File: src/rtl/prs_pkg.sv
package prs_pkg;
  // Sizes
  localparam int NUM_CH = 4;
  localparam int NUM_SLOTS = 11;
  localparam int NV_SLOTS = 4;
  localparam int SET_W = 16;
  localparam int DATA_W = 16;
  localparam int ADDR_W = 8;
  localparam int SLOT_W = 4;
  localparam int CH_W = 3;
  localparam int STS_W = 8;

  // Present status bit positions
  localparam int STS_CV_BIT = 0;
  localparam int STS_CC_BIT = 1;
  localparam int STS_OV_BIT = 3;
  localparam logic [STS_W-1:0] OV_WEIGHT = 8'h08;

  // Serial poll byte fields
  localparam int SP_ERR_BIT = 5;
  localparam int SP_RQS_BIT = 6;

  // Error codes
  localparam logic [7:0] ERR_NONE = 8'h00;
  localparam logic [7:0] ERR_BAD_CHAR = 8'h01;
  localparam logic [7:0] ERR_BAD_NUM = 8'h02;
  localparam logic [7:0] ERR_BAD_STR = 8'h03;
  localparam logic [7:0] ERR_SYNTAX = 8'h04;
  localparam logic [7:0] ERR_RANGE = 8'h05;
  localparam logic [7:0] ERR_NO_QUERY = 8'h06;
  localparam logic [7:0] ERR_STR_LONG = 8'h07;
  localparam logic [7:0] ERR_NUM_BIG = 8'h08;
  localparam logic [7:0] ERR_STR_CHARS = 8'h1C;

  // Register offsets
  localparam logic [ADDR_W-1:0] REG_CMD = 8'h00;
  localparam logic [ADDR_W-1:0] REG_ARG = 8'h01;
  localparam logic [ADDR_W-1:0] REG_RESULT = 8'h02;
  localparam logic [ADDR_W-1:0] REG_SPOLL = 8'h03;
  localparam logic [ADDR_W-1:0] REG_SRQ_MODE = 8'h04;
  localparam logic [ADDR_W-1:0] REG_OUT_EN = 8'h05;

  // Reset values
  localparam logic [SET_W-1:0] RST_VOLTAGE_SETPOINT_CMD = 16'h0000;
  localparam logic [SET_W-1:0] RST_CURRENT_LIMIT_CMD = 16'h0000;

  // Command codes written to the command register
  typedef enum logic [3:0] {
    OP_NOP = 4'h0,
    OP_VOLTAGE_SETPOINT_CMD = 4'h1,
    OP_CURRENT_LIMIT_CMD = 4'h2,
    OP_VOLTAGE_SETPOINT_CMD_Q = 4'h3,
    OP_CURRENT_LIMIT_CMD_Q = 4'h4,
    OP_STS_Q = 4'h5,
    OP_FAULT_Q = 4'h6,
    OP_MASK = 4'h7,
    OP_SRQ = 4'h8,
    OP_OUT = 4'h9,
    OP_OV_REARM = 4'hA,
    OP_SAVE = 4'hB,
    OP_RESTORE = 4'hC,
    OP_CLEAR = 4'hD,
    OP_ERR_Q = 4'hE,
    OP_MASK_Q = 4'hF
  } prs_op_t;
endpackage

File: src/rtl/prs_mem_if.sv
`timescale 1ns/100ps
interface prs_mem_if;
  import prs_pkg::*;
  logic we;
  logic [SLOT_W-1:0] addr;
  logic [2*NUM_CH*SET_W-1:0] wdata;
  logic [2*NUM_CH*SET_W-1:0] rdata;
  modport ctrl (output we, output addr, output wdata, input rdata);
  modport mem (input we, input addr, input wdata, output rdata);
endinterface

File: src/rtl/prs_state_mem.sv
`timescale 1ns/100ps
module prs_state_mem #(
  parameter int DEPTH = prs_pkg::NUM_SLOTS
) (
  input wire logic i_clk,
  prs_mem_if.mem mem
);
  import prs_pkg::*;
  logic [2*NUM_CH*SET_W-1:0] store_r [DEPTH];
  logic [2*NUM_CH*SET_W-1:0] rdata_r;

  // Snapshot array; no reset, slot contents are undefined until saved
  always_ff @(posedge i_clk) begin
    if (mem.we) begin
      store_r[mem.addr] <= mem.wdata;
    end
    rdata_r <= store_r[mem.addr];
  end
  assign mem.rdata = rdata_r;
endmodule // prs_state_mem

File: src/rtl/prs_core.sv
`timescale 1ns/100ps
module prs_core #(
  parameter int CHANNELS = prs_pkg::NUM_CH
) (
  input wire logic I_MCLK,
  input wire logic I_RESET_N,
  input wire logic [prs_pkg::ADDR_W-1:0] I_ADDR,
  input wire logic [prs_pkg::DATA_W-1:0] I_WDATA,
  input wire logic I_WR,
  input wire logic I_RD,
  output logic [prs_pkg::DATA_W-1:0] O_RDATA,
  input wire logic [prs_pkg::NUM_CH-1:0] I_CV_MODE,
  input wire logic [prs_pkg::NUM_CH-1:0] I_CC_MODE,
  input wire logic [prs_pkg::NUM_CH-1:0] I_OV_TRIP,
  input wire logic [7:0] I_PARSE_ERR,
  input wire logic I_PARSE_ERR_VALID,
  output logic [prs_pkg::NUM_CH-1:0] O_OUT_EN,
  output logic [prs_pkg::NUM_CH-1:0] O_OV_REARM,
  output logic [prs_pkg::NUM_CH*prs_pkg::SET_W-1:0] O_VOLTAGE_SETPOINT_CMD,
  output logic [prs_pkg::NUM_CH*prs_pkg::SET_W-1:0] O_CURRENT_LIMIT_CMD,
  output logic O_SRQ,
  output logic O_ERR_LAMP
);
  import prs_pkg::*;

  prs_mem_if mif ();

  // Settings and output control
  logic [NUM_CH*SET_W-1:0] voltage_setpoint_cmd_r, voltage_setpoint_cmd_nxt, current_limit_cmd_r, current_limit_cmd_nxt;
  logic [NUM_CH-1:0] out_en_r, out_en_nxt, rearm_r, rearm_nxt;
  logic [NUM_CH-1:0] ov_latch_r, ov_latch_nxt;

  // Per-output mask, fault and live status
  logic [STS_W-1:0] mask_r [NUM_CH];
  logic [STS_W-1:0] mask_nxt [NUM_CH];
  logic [STS_W-1:0] fault_r [NUM_CH];
  logic [STS_W-1:0] fault_nxt [NUM_CH];
  logic [STS_W-1:0] sts [NUM_CH];

  // Poll summary, request setting and error state
  logic [NUM_CH-1:0] fau_r, fau_nxt;
  logic [1:0] srq_mode_r, srq_mode_nxt;
  logic [7:0] err_code_r, err_code_nxt;
  logic err_flag_r, err_flag_nxt;

  // Host registers and recall strobe
  logic [DATA_W-1:0] arg_r, arg_nxt, result_r, result_nxt, rdata_r, rdata_nxt;
  logic restore_r, restore_nxt;

  // Decode and combinational status
  logic [NUM_CH-1:0] fault_any;
  logic [7:0] spoll;
  logic [3:0] op;
  logic [CH_W-1:0] ch;
  logic [1:0] ch_idx;
  logic cmd_wr;

  // Channel check shared by every channel-bearing command
  // channels one to fitted
  function automatic logic ch_ok(input logic [CH_W-1:0] c);
    ch_ok = (c >= 3'h1) && (c <= CH_W'(CHANNELS));
  endfunction

  // Command word fields; value byte decoded per command
  assign op = I_WDATA[15:12];
  assign ch = I_WDATA[10:8];
  assign ch_idx = 2'(ch - 3'h1);
  assign cmd_wr = I_WR && (I_ADDR == REG_CMD);

  // Per-output status and fault compare
  generate
    for (genvar g = 0; g < NUM_CH; g++) begin : g_sts
      always_comb begin
        sts[g] = '0;
        sts[g][STS_CV_BIT] = I_CV_MODE[g];
        sts[g][STS_CC_BIT] = I_CC_MODE[g];
        sts[g][STS_OV_BIT] = ov_latch_r[g];
      end
      assign fault_any[g] = |(sts[g] & mask_r[g]);
    end
  endgenerate

  always_comb begin
    spoll = '0;
    spoll[NUM_CH-1:0] = fau_r;
    spoll[SP_ERR_BIT] = err_flag_r;
    spoll[SP_RQS_BIT] = O_SRQ;
  end

  // Slot field always addresses memory, so a recall has data a cycle later
  assign mif.addr = I_WDATA[SLOT_W-1:0];
  assign mif.wdata = {current_limit_cmd_r, voltage_setpoint_cmd_r};
  assign mif.we = cmd_wr && (op == OP_SAVE) && !I_PARSE_ERR_VALID &&
                  (I_WDATA[SLOT_W-1:0] < SLOT_W'(NUM_SLOTS));

  // eleven snapshot slots
  // Keeping slots 0-3 through power loss is up to the memory macro
  prs_state_mem #(.DEPTH(NUM_SLOTS)) u_mem (
    .i_clk(I_MCLK),
    .mem(mif.mem)
  );

  // Command execution and status next state
  always_comb begin
    voltage_setpoint_cmd_nxt = voltage_setpoint_cmd_r;
    current_limit_cmd_nxt = current_limit_cmd_r;
    out_en_nxt = out_en_r;
    rearm_nxt = '0;
    ov_latch_nxt = ov_latch_r | I_OV_TRIP;
    mask_nxt = mask_r;
    fault_nxt = fault_r;
    fau_nxt = fau_r;
    srq_mode_nxt = srq_mode_r;
    err_code_nxt = err_code_r;
    err_flag_nxt = err_flag_r;
    arg_nxt = arg_r;
    result_nxt = result_r;
    restore_nxt = 1'b0;
    rdata_nxt = '0;
    // fault latch, SRQ independent
    // Fault registers latch unmasked conditions until read
    for (int k = 0; k < NUM_CH; k++) begin
      fault_nxt[k] = fault_r[k] | (sts[k] & mask_r[k]);
    end
    // Summary bits hold unless a fault read or the clear command clears them
    for (int k = 0; k < NUM_CH; k++) begin
      fau_nxt[k] = fau_r[k];
    end

    if (I_WR && I_ADDR == REG_ARG) begin
      arg_nxt = I_WDATA;
    end
    if (I_WR && I_ADDR == REG_SRQ_MODE) begin
      srq_mode_nxt = I_WDATA[1:0];
    end
    if (cmd_wr) begin
      if (I_PARSE_ERR_VALID) begin
        err_code_nxt = I_PARSE_ERR;
        err_flag_nxt = 1'b1;
      end else if ((op inside {OP_VOLTAGE_SETPOINT_CMD, OP_CURRENT_LIMIT_CMD, OP_VOLTAGE_SETPOINT_CMD_Q, OP_CURRENT_LIMIT_CMD_Q, OP_STS_Q,
                    OP_FAULT_Q, OP_MASK, OP_OUT, OP_OV_REARM, OP_MASK_Q}) && !ch_ok(ch)) begin
        err_code_nxt = ERR_RANGE;
        err_flag_nxt = 1'b1;
      end else if ((op inside {OP_SAVE, OP_RESTORE}) &&
                   (I_WDATA[SLOT_W-1:0] >= SLOT_W'(NUM_SLOTS))) begin
        err_code_nxt = ERR_RANGE;
        err_flag_nxt = 1'b1;
      end else begin
        case (prs_op_t'(op))
          OP_VOLTAGE_SETPOINT_CMD: voltage_setpoint_cmd_nxt[ch_idx*SET_W +: SET_W] = arg_r;
          OP_CURRENT_LIMIT_CMD: current_limit_cmd_nxt[ch_idx*SET_W +: SET_W] = arg_r;
          // each query overwrites result; buffered answer
          OP_VOLTAGE_SETPOINT_CMD_Q: result_nxt = voltage_setpoint_cmd_r[ch_idx*SET_W +: SET_W];
          OP_CURRENT_LIMIT_CMD_Q: result_nxt = current_limit_cmd_r[ch_idx*SET_W +: SET_W];
          OP_STS_Q: result_nxt = DATA_W'(sts[ch_idx]);
          OP_MASK_Q: result_nxt = DATA_W'(mask_r[ch_idx]);
          OP_FAULT_Q: begin
            result_nxt = DATA_W'(fault_r[ch_idx]);
            fault_nxt[ch_idx] = sts[ch_idx] & mask_r[ch_idx];
            fau_nxt[ch_idx] = 1'b0;
          end
          OP_MASK: mask_nxt[ch_idx] = I_WDATA[STS_W-1:0];
          OP_SRQ: srq_mode_nxt = I_WDATA[1:0];
          OP_OUT: out_en_nxt[ch_idx] = I_WDATA[0];
          OP_OV_REARM: begin
            ov_latch_nxt[ch_idx] = I_OV_TRIP[ch_idx];
            rearm_nxt[ch_idx] = 1'b1;
          end
          OP_RESTORE: restore_nxt = 1'b1;
          // error query returns code and clears it
          OP_ERR_Q: begin
            result_nxt = DATA_W'(err_code_r);
            err_code_nxt = ERR_NONE;
            err_flag_nxt = 1'b0;
          end
          OP_CLEAR: begin
            voltage_setpoint_cmd_nxt = {NUM_CH{RST_VOLTAGE_SETPOINT_CMD}};
            current_limit_cmd_nxt = {NUM_CH{RST_CURRENT_LIMIT_CMD}};
            out_en_nxt = '1;
            ov_latch_nxt = I_OV_TRIP;
            rearm_nxt = '1;
            for (int k = 0; k < NUM_CH; k++) begin
              mask_nxt[k] = '0;
              fault_nxt[k] = '0;
            end
            fau_nxt = '0;
            srq_mode_nxt = 2'h0;
          end
          default: ;
        endcase
      end
    end

    // Hardware fault raise takes priority over any clear
    fau_nxt = fau_nxt | fault_any;
    // Recall lands last and overrides same-cycle setpoint and limit writes
    if (restore_r) begin
      {current_limit_cmd_nxt, voltage_setpoint_cmd_nxt} = mif.rdata;
    end
    // Read port is zero outside the read slot
    if (I_RD) begin
      case (I_ADDR)
        REG_RESULT: rdata_nxt = result_r;
        REG_SPOLL: rdata_nxt = DATA_W'(spoll);
        REG_SRQ_MODE: rdata_nxt = DATA_W'(srq_mode_r);
        REG_OUT_EN: rdata_nxt = DATA_W'(out_en_r);
        REG_ARG: rdata_nxt = arg_r;
        default: rdata_nxt = '0;
      endcase
    end
  end

  // State registers
  always_ff @(posedge I_MCLK) begin
    if (!I_RESET_N) begin
      // Power-on settings with every output enabled
      voltage_setpoint_cmd_r <= {NUM_CH{RST_VOLTAGE_SETPOINT_CMD}};
      current_limit_cmd_r <= {NUM_CH{RST_CURRENT_LIMIT_CMD}};
      out_en_r <= '1;
      rearm_r <= '0;
      ov_latch_r <= '0;
      for (int k = 0; k < NUM_CH; k++) begin
        mask_r[k] <= '0;
        fault_r[k] <= '0;
      end
      // Request and error state idle
      fau_r <= '0;
      srq_mode_r <= 2'h0;
      err_code_r <= ERR_NONE;
      err_flag_r <= 1'b0;
      // Host registers cleared
      arg_r <= '0;
      result_r <= '0;
      restore_r <= 1'b0;
      rdata_r <= '0;
    end else begin
      // Settings and enables
      voltage_setpoint_cmd_r <= voltage_setpoint_cmd_nxt;
      current_limit_cmd_r <= current_limit_cmd_nxt;
      out_en_r <= out_en_nxt;
      rearm_r <= rearm_nxt;
      ov_latch_r <= ov_latch_nxt;
      // Status, request and error state
      mask_r <= mask_nxt;
      fault_r <= fault_nxt;
      fau_r <= fau_nxt;
      srq_mode_r <= srq_mode_nxt;
      err_code_r <= err_code_nxt;
      err_flag_r <= err_flag_nxt;
      // Host registers and read port
      arg_r <= arg_nxt;
      result_r <= result_nxt;
      restore_r <= restore_nxt;
      rdata_r <= rdata_nxt;
    end
  end

  // fault SRQ; error SRQ; held until cleared
  assign O_SRQ = ((srq_mode_r == 2'h1) && (|fau_r)) ||
                 ((srq_mode_r == 2'h2 || srq_mode_r == 2'h3) && err_flag_r);
  assign O_ERR_LAMP = err_flag_r;
  // Data outputs straight from flops
  assign O_OUT_EN = out_en_r;
  assign O_OV_REARM = rearm_r;
  assign O_VOLTAGE_SETPOINT_CMD = voltage_setpoint_cmd_r;
  assign O_CURRENT_LIMIT_CMD = current_limit_cmd_r;
  assign O_RDATA = rdata_r;
endmodule // prs_core

File: config.mk
export PLATFORM = sky130hd
export DESIGN_NAME = prs_core
export DESIGN_NICKNAME = d
export VERILOG_FILES = /design/src/rtl/prs_pkg.sv /design/src/rtl/prs_mem_if.sv /design/src/rtl/prs_state_mem.sv /design/src/rtl/prs_core.sv
export SDC_FILE = /design/constraint.sdc
export NUM_CORES = 2
export LEC_CHECK = 0
export ABC_CLOCK_PERIOD_IN_PS = 15250
export BUFFER_PORTS_ARGS = -buffer_cell sky130_fd_sc_hd__buf_2
export CAP_MARGIN = 20
export CORE_MARGIN = 2
export CORE_UTILIZATION = 39
export CTS_CLUSTER_SIZE = 30
export DETAILED_ROUTE_END_ITERATION = 10
export PLACE_DENSITY = 0.6
export SETUP_SLACK_MARGIN = 0.02
export SYNTH_ARGS = -nofsm -noshare
export SYNTH_HDL_FRONTEND = slang
export SYNTH_SLANG_ARGS = --single-unit
File: constraint.sdc
create_clock -name I_MCLK -period 15.25 [get_ports I_MCLK]
set_input_delay 2.2875 -clock I_MCLK [delete_from_list [all_inputs] [get_ports I_MCLK]]
set_output_delay 2.2875 -clock I_MCLK [all_outputs]
set_load 0.05 [all_outputs]
Word level (Yosys, flattened, before mapping)
Memories as Yosys holds them, arrays and structs flattened. A register that Yosys moved wholly into a read port is not among the register bits.
Cells that the tools add are included.
{"block": "op_classes", "bitwise": 19, "n_shift": 4, "n_addsub": 2, "mux": 70, "reduce_logical": 40, "eq_ne": 26, "order_cmp": 8}
{"operator": "two-way mux 64 bit", "n": 10}
{"operator": "one-hot mux 64 bit (2 select lines)", "n": 2}
{"operator": "bitwise mux 64 bit", "n": 2}
{"operator": "two-way mux 32 bit", "n": 4}
{"operator": "one-hot mux 32 bit (2 select lines)", "n": 2}
{"operator": "indexed part select 64 x 7 -> 16 bit", "n": 2}
{"operator": "one-hot mux 16 bit (6 select lines)", "n": 1}
{"operator": "two-way mux 8 bit", "n": 11}
{"operator": "one-hot mux 16 bit (5 select lines)", "n": 1}
{"operator": "bitwise mux 32 bit", "n": 2}
{"operator": "variable shift 16 x 34 -> 64 bit, first input constant", "n": 1}
{"operator": "indexed part select 16 x 34 -> 64 bit", "n": 1}
{"operator": "binary-select mux 8 bit (select 2 bit)", "n": 3}
{"operator": "negation 6 -> 34 bit", "n": 1}
{"operator": "AND 4 x 8 -> 8 bit", "n": 4}
{"operator": "equality test 4 bit, second input constant", "n": 8}
{"operator": "two-way mux 4 bit", "n": 8}
{"operator": "OR 8 bit", "n": 4}
{"operator": "one-hot mux 4 bit (2 select lines)", "n": 4}
{"operator": "OR reduction 8 bit", "n": 4}
{"operator": "AND reduction 5 bit", "n": 5}
{"operator": "demux 8 bit (select 2 bit)", "n": 1}
{"operator": "equality test 4 x 3 -> 1 bit, second input constant", "n": 4}
{"operator": "equality test 8 x 2 -> 1 bit, second input constant", "n": 2}
{"operator": "41 further kinds", "n": 82}
{"block": "word_totals", "reg_bits": 268, "inputBits": 49, "ram_bits": 1408, "memories": 1}
{"memory": "u_mem.store_r", "words": 11, "word_bits": 128, "read_ports": 1, "rd_clocked_by_memory_dff": 1, "write_ports": 1, "line_no": "prs_state_mem.sv:9", "text": "logic [2*NUM_CH*SET_W-1:0] store_r [DEPTH];"}

Logic depth before layout (Yosys ltp)
{"block": "logic_depth", "depth_word": 13, "mapped_depth": 11, "ltp_nobuf": 7}

Cells and area by module
A second synthesis with hierarchy kept.
{"block": "unflattened", "cells_unflattened": 4654, "hier_area_um2": 72359.4}
{"module": "prs_state_mem", "area_each_um2": 58330.9, "cells_per_inst": 3023, "seq_area_each_um2": 44843.0, "n_inst": 1}
{"module": "prs_core", "area_each_um2": 14028.5, "cells_per_inst": 1631, "seq_area_each_um2": 5365.1, "n_inst": 1}

Least setup slack after synthesis
Ideal clock, no wire load.
{"block": "synth_timing", "path_kind": "input to register", "from": "input I_ADDR[5] (netlist name)", "to": "memory u_mem.store_r[0][0] (netlist name), enable pin", "n_path_buf": 2, "required_ps": 14478, "t_arrival_ps": 13038, "setup_time_ps": 772, "stages": 7, "slack_ps": 1440, "path_cell_list": "or4_1 -> buf_2 -> or4_1 -> buf_4 -> nor4_2 -> or3b_2 -> nor3_1"}
{"block": "synth_between", "elab_chain_cells": 7}
{"item": "start: declaration", "line_no": "prs_core.sv:7", "text": "input wire logic [prs_pkg::ADDR_W-1:0] I_ADDR,"}
{"item": "zero test 8 bit", "line_no": "prs_core.sv:68", "text": "assign cmd_wr = I_WR && (I_ADDR == REG_CMD);"}
{"item": "logical AND 1 bit", "line_no": "prs_core.sv:68"}
{"item": "logical AND 1 bit (3 in a row)", "line_no": "prs_core.sv:93", "text": "assign mif.we = cmd_wr && (op == OP_SAVE) && !I_PARSE_ERR_VALID &&"}
{"item": "two-way mux 1 bit", "line_no": "prs_state_mem.sv:14", "text": "if (mem.we) begin"}
{"item": "two-way mux 1 bit (not written as such)", "line_no": "prs_state_mem.sv:15", "text": "store_r[mem.addr] <= mem.wdata;"}
{"item": "end: declaration", "line_no": "prs_state_mem.sv:9"}
No other way between the ends.

Worst setup path in the final report
{"block": "layout_timing", "from": "input I_ADDR[5] (netlist name)", "to": "memory u_mem.store_r[2][0] (netlist name), enable pin"}
The elaborated chain is that of the path after synthesis.

==> out/metrics.yaml <==
yosysMostFrequentCell: "edfxtp_1"
yosysWarningCount: 0
syn2layout_area_growth_pct: 13.8
grt_pass1_vias: 38700
final_hold_viol_count: 0
syn-instance-count: 4148
drt-total-wl_um: 200000
vias: 39700
finalPower_mw: 9.87
synth_cell_types: 74
final_cell_count_no_fill: 6860
fin_area_um2: 79600
dieArea_um2: 183000
grt_pass1_wl_um: 286000
synth_common_cells: "1,408 x edfxtp_1, 396 x dfxtp_1, 392 x nand2_1"
ys_seq_elements: 1804
grt_max_degree: 158
yosys_most_used_dff: "edfxtp_1"
tightest_slew_ns: 1.18
pwr-share-seq: 0.530
p_sw_mw: 2.04
fin_skew_ns: 0.0277
synth.avg_cell_area_um2: 16.9
relSlewSlack: 0.216
criticalPathCategory: "in -> reg"
crit_chain: "buf_2, or4_1, or4_1, nor4_2, or3b_2, nor2_4, buf_4, buf_4"
io_buffers: 202
clk_root_buffer_cell: "clkbuf_16"
syn_nets: 4201
cp.arrival_ns: 7.27
gp_congestion: 0.841
boundaryPins: 203
cap_violations: 0
core_um2: 178000
timing.critical_path.required_ns: 15.68
grtUsageTotal: 0.217
post_dp_cell_area_um2: 73700
slowest_delay_ns: 0.86
cp-start-kind: "input port"
max_freq_ghz: 0.146
power_density_nw_per_um2: 124
postCtsSetupRepairBufs: 0
drc: 0
dp_cells: 6514
cts.sinks: 1804
synth_edf_count: 1408
synthDominantCellAreaShare: 0.604
cts_tree: "yes"
setup_viol: 0
p_leak_nw: 29.1
combPwrFrac: 0.024
die_width_um: 428
vias_per_cell: 5.79
layout-drive-gt1-share: 0.225
syn-cell-area_um2: 69900
hp-class: "reg -> reg"
status: "completed"
antenna_found_initial: 15
ys_top_cells_by_area: "edfxtp_1 60%, dfxtp_1 11%, mux4_2 9.6%"
period_needed_ns: 6.84
holdCritStartpoint: "fault_r[21]"
r2r_start: "restore_r"
cp_slowest_cell: "or4_1"
peakVddDrop_uv: 122
power.internal_mw: 7.82
start_util: 0.392
worstSetupEndpointType: "flip-flop"
power_frac_clock: 0.446
place_hpwl_um: 118000
ys_seq_area_frac: 0.718
clk_pin_slew_ns: 0.06
yosysTopAreaCell: "edfxtp_1"
cts_inserted_buffers: 182
switching_share: 0.207
final_nets: 4397
drt_iter0_markers: 4235
setup_tns_ns: 0
async_flop_share: 0
gr-total-overflow: 0
cts_buffer_depth: 3
startpoint: "I_ADDR[5]"
first_pass_iters: 8
cts_resized: 0
ctsHoldBuffers: 0
hold_ws_ns: 0.454
drv_slew: 0
num_rows: 155
wire_per_inst_um: 29.1
h-tree-depth: 4
fin_crit_sh: 0.449
dieHeight_um: 428
crit_path_max_fanout: 45
rsz0062_at_grt: "no"
insertion_delay_ns: 0.82
ant_nets: 0
-- final timing paths --
path,end,slack [ns],cells after the start
max,u_mem.store_r[2][0],8.41,8
min,fault_r[21],0.45,1
max reg2reg,O_VOLTAGE_SETPOINT_CMD[52],11.95,4
min reg2reg,fault_r[21],0.45,1
-- layer usage --
layer	vias to the layer above	wire [um]	GRT usage
met5	-	25	0
met4	4	6690	0.0705
met3	329	15400	0.0457
met2	1667	95600	0.352
met1	20700	81800	0.291
li1	17000	-	-
-- area by class of cell --
| class | instances | area, um^2 |
|---|---|---|
| Fill cell | 15500 | 98800 |
| Sequential cell | 1804 | 50200 |
| Multi-Input combinational cell | 2019 | 18500 |
| Clock buffer | 262 | 5090 |
| Tap cell | 2355 | 2950 |
| Timing Repair Buffer | 329 | 2090 |
| Clock inverter | 79 | 752 |
| Inverter | 8 | 37.5 |
| Antenna cell | 4 | 10.0 |
-- worst max-delay path: cells and delay by family --
| family | cells | cell delay [ns] |
|---|---|---|
| AND/OR/NAND/NOR | 5 | 3.23 |
| buffers and inverters | 3 | 1.67 |
-- cell usage in the layout, fill, tap and decap left out, types with 14 or more instances in the layout --
master	Yosys	layout
clkbuf_16	0	184
nor2_1	45	37
dfxtp_1	396	393
and2_1	33	33
clkinv_1	0	28
clkbuf_8	0	19
buf_2	5	198
edfxtp_1	1408	1408
a211oi_1	182	182
clkbuf_1	218	59
mux4_2	297	297
o2bb2ai_1	46	46
buf_4	10	121
a31oi_1	14	14
clkinv_2	0	20
nand2_1	392	392
a22oi_1	151	151
a211oi_2	79	79
nand3_1	22	22
mux2i_1	270	270
a21oi_1	55	55
o21ai_0	270	270
-- registers in the layout, summed over array words and instances, names as in the netlist, 8 cells and up --
register,cells
O_CURRENT_LIMIT_CMD,64
arg_r,16
fault_r,32
u_mem.mem.rdata,128
err_code_r,8
O_VOLTAGE_SETPOINT_CMD,64
u_mem.store_r,1408
O_RDATA,16
result_r,16
mask_r,32
-- kinds of logic (layout without fill, tap and decap cells) --
group                    after synthesis  in the layout  synth area share
AO/OA/AOI/OAI                        872            872            0.0902
XOR/XNOR                               2              2          0.000250
adder cells (fa/ha/maj)                4              4          0.000716
buffers and inverters                325            678            0.0199
flip-flops                          1804           1804             0.718
multiplexers                         574            574             0.135
other                                  0              4                 0
AND/OR/NAND/NOR                      567            567            0.0357
-- stage by stage --
stage / setup WS (ns) / utilization
after floorplan: 1.44 / -
after global placement: 7.68 / 0.413
after detailed placement: 7.63 / 0.413
after CTS: 8.51 / 0.446
after global routing: 8.34 / 0.446
final: 8.41 / 0.446
-- power by group through the flow --
stage	sequential, mW	combinational, mW	clock, mW
floorplan	5.33	0.161	0
global placement	5.33	0.239	0
detailed placement	5.33	0.239	0
CTS	5.23	0.239	4.46
global route	5.22	0.252	4.66
finish	5.23	0.240	4.40
(Power assumes the default switching activity.)
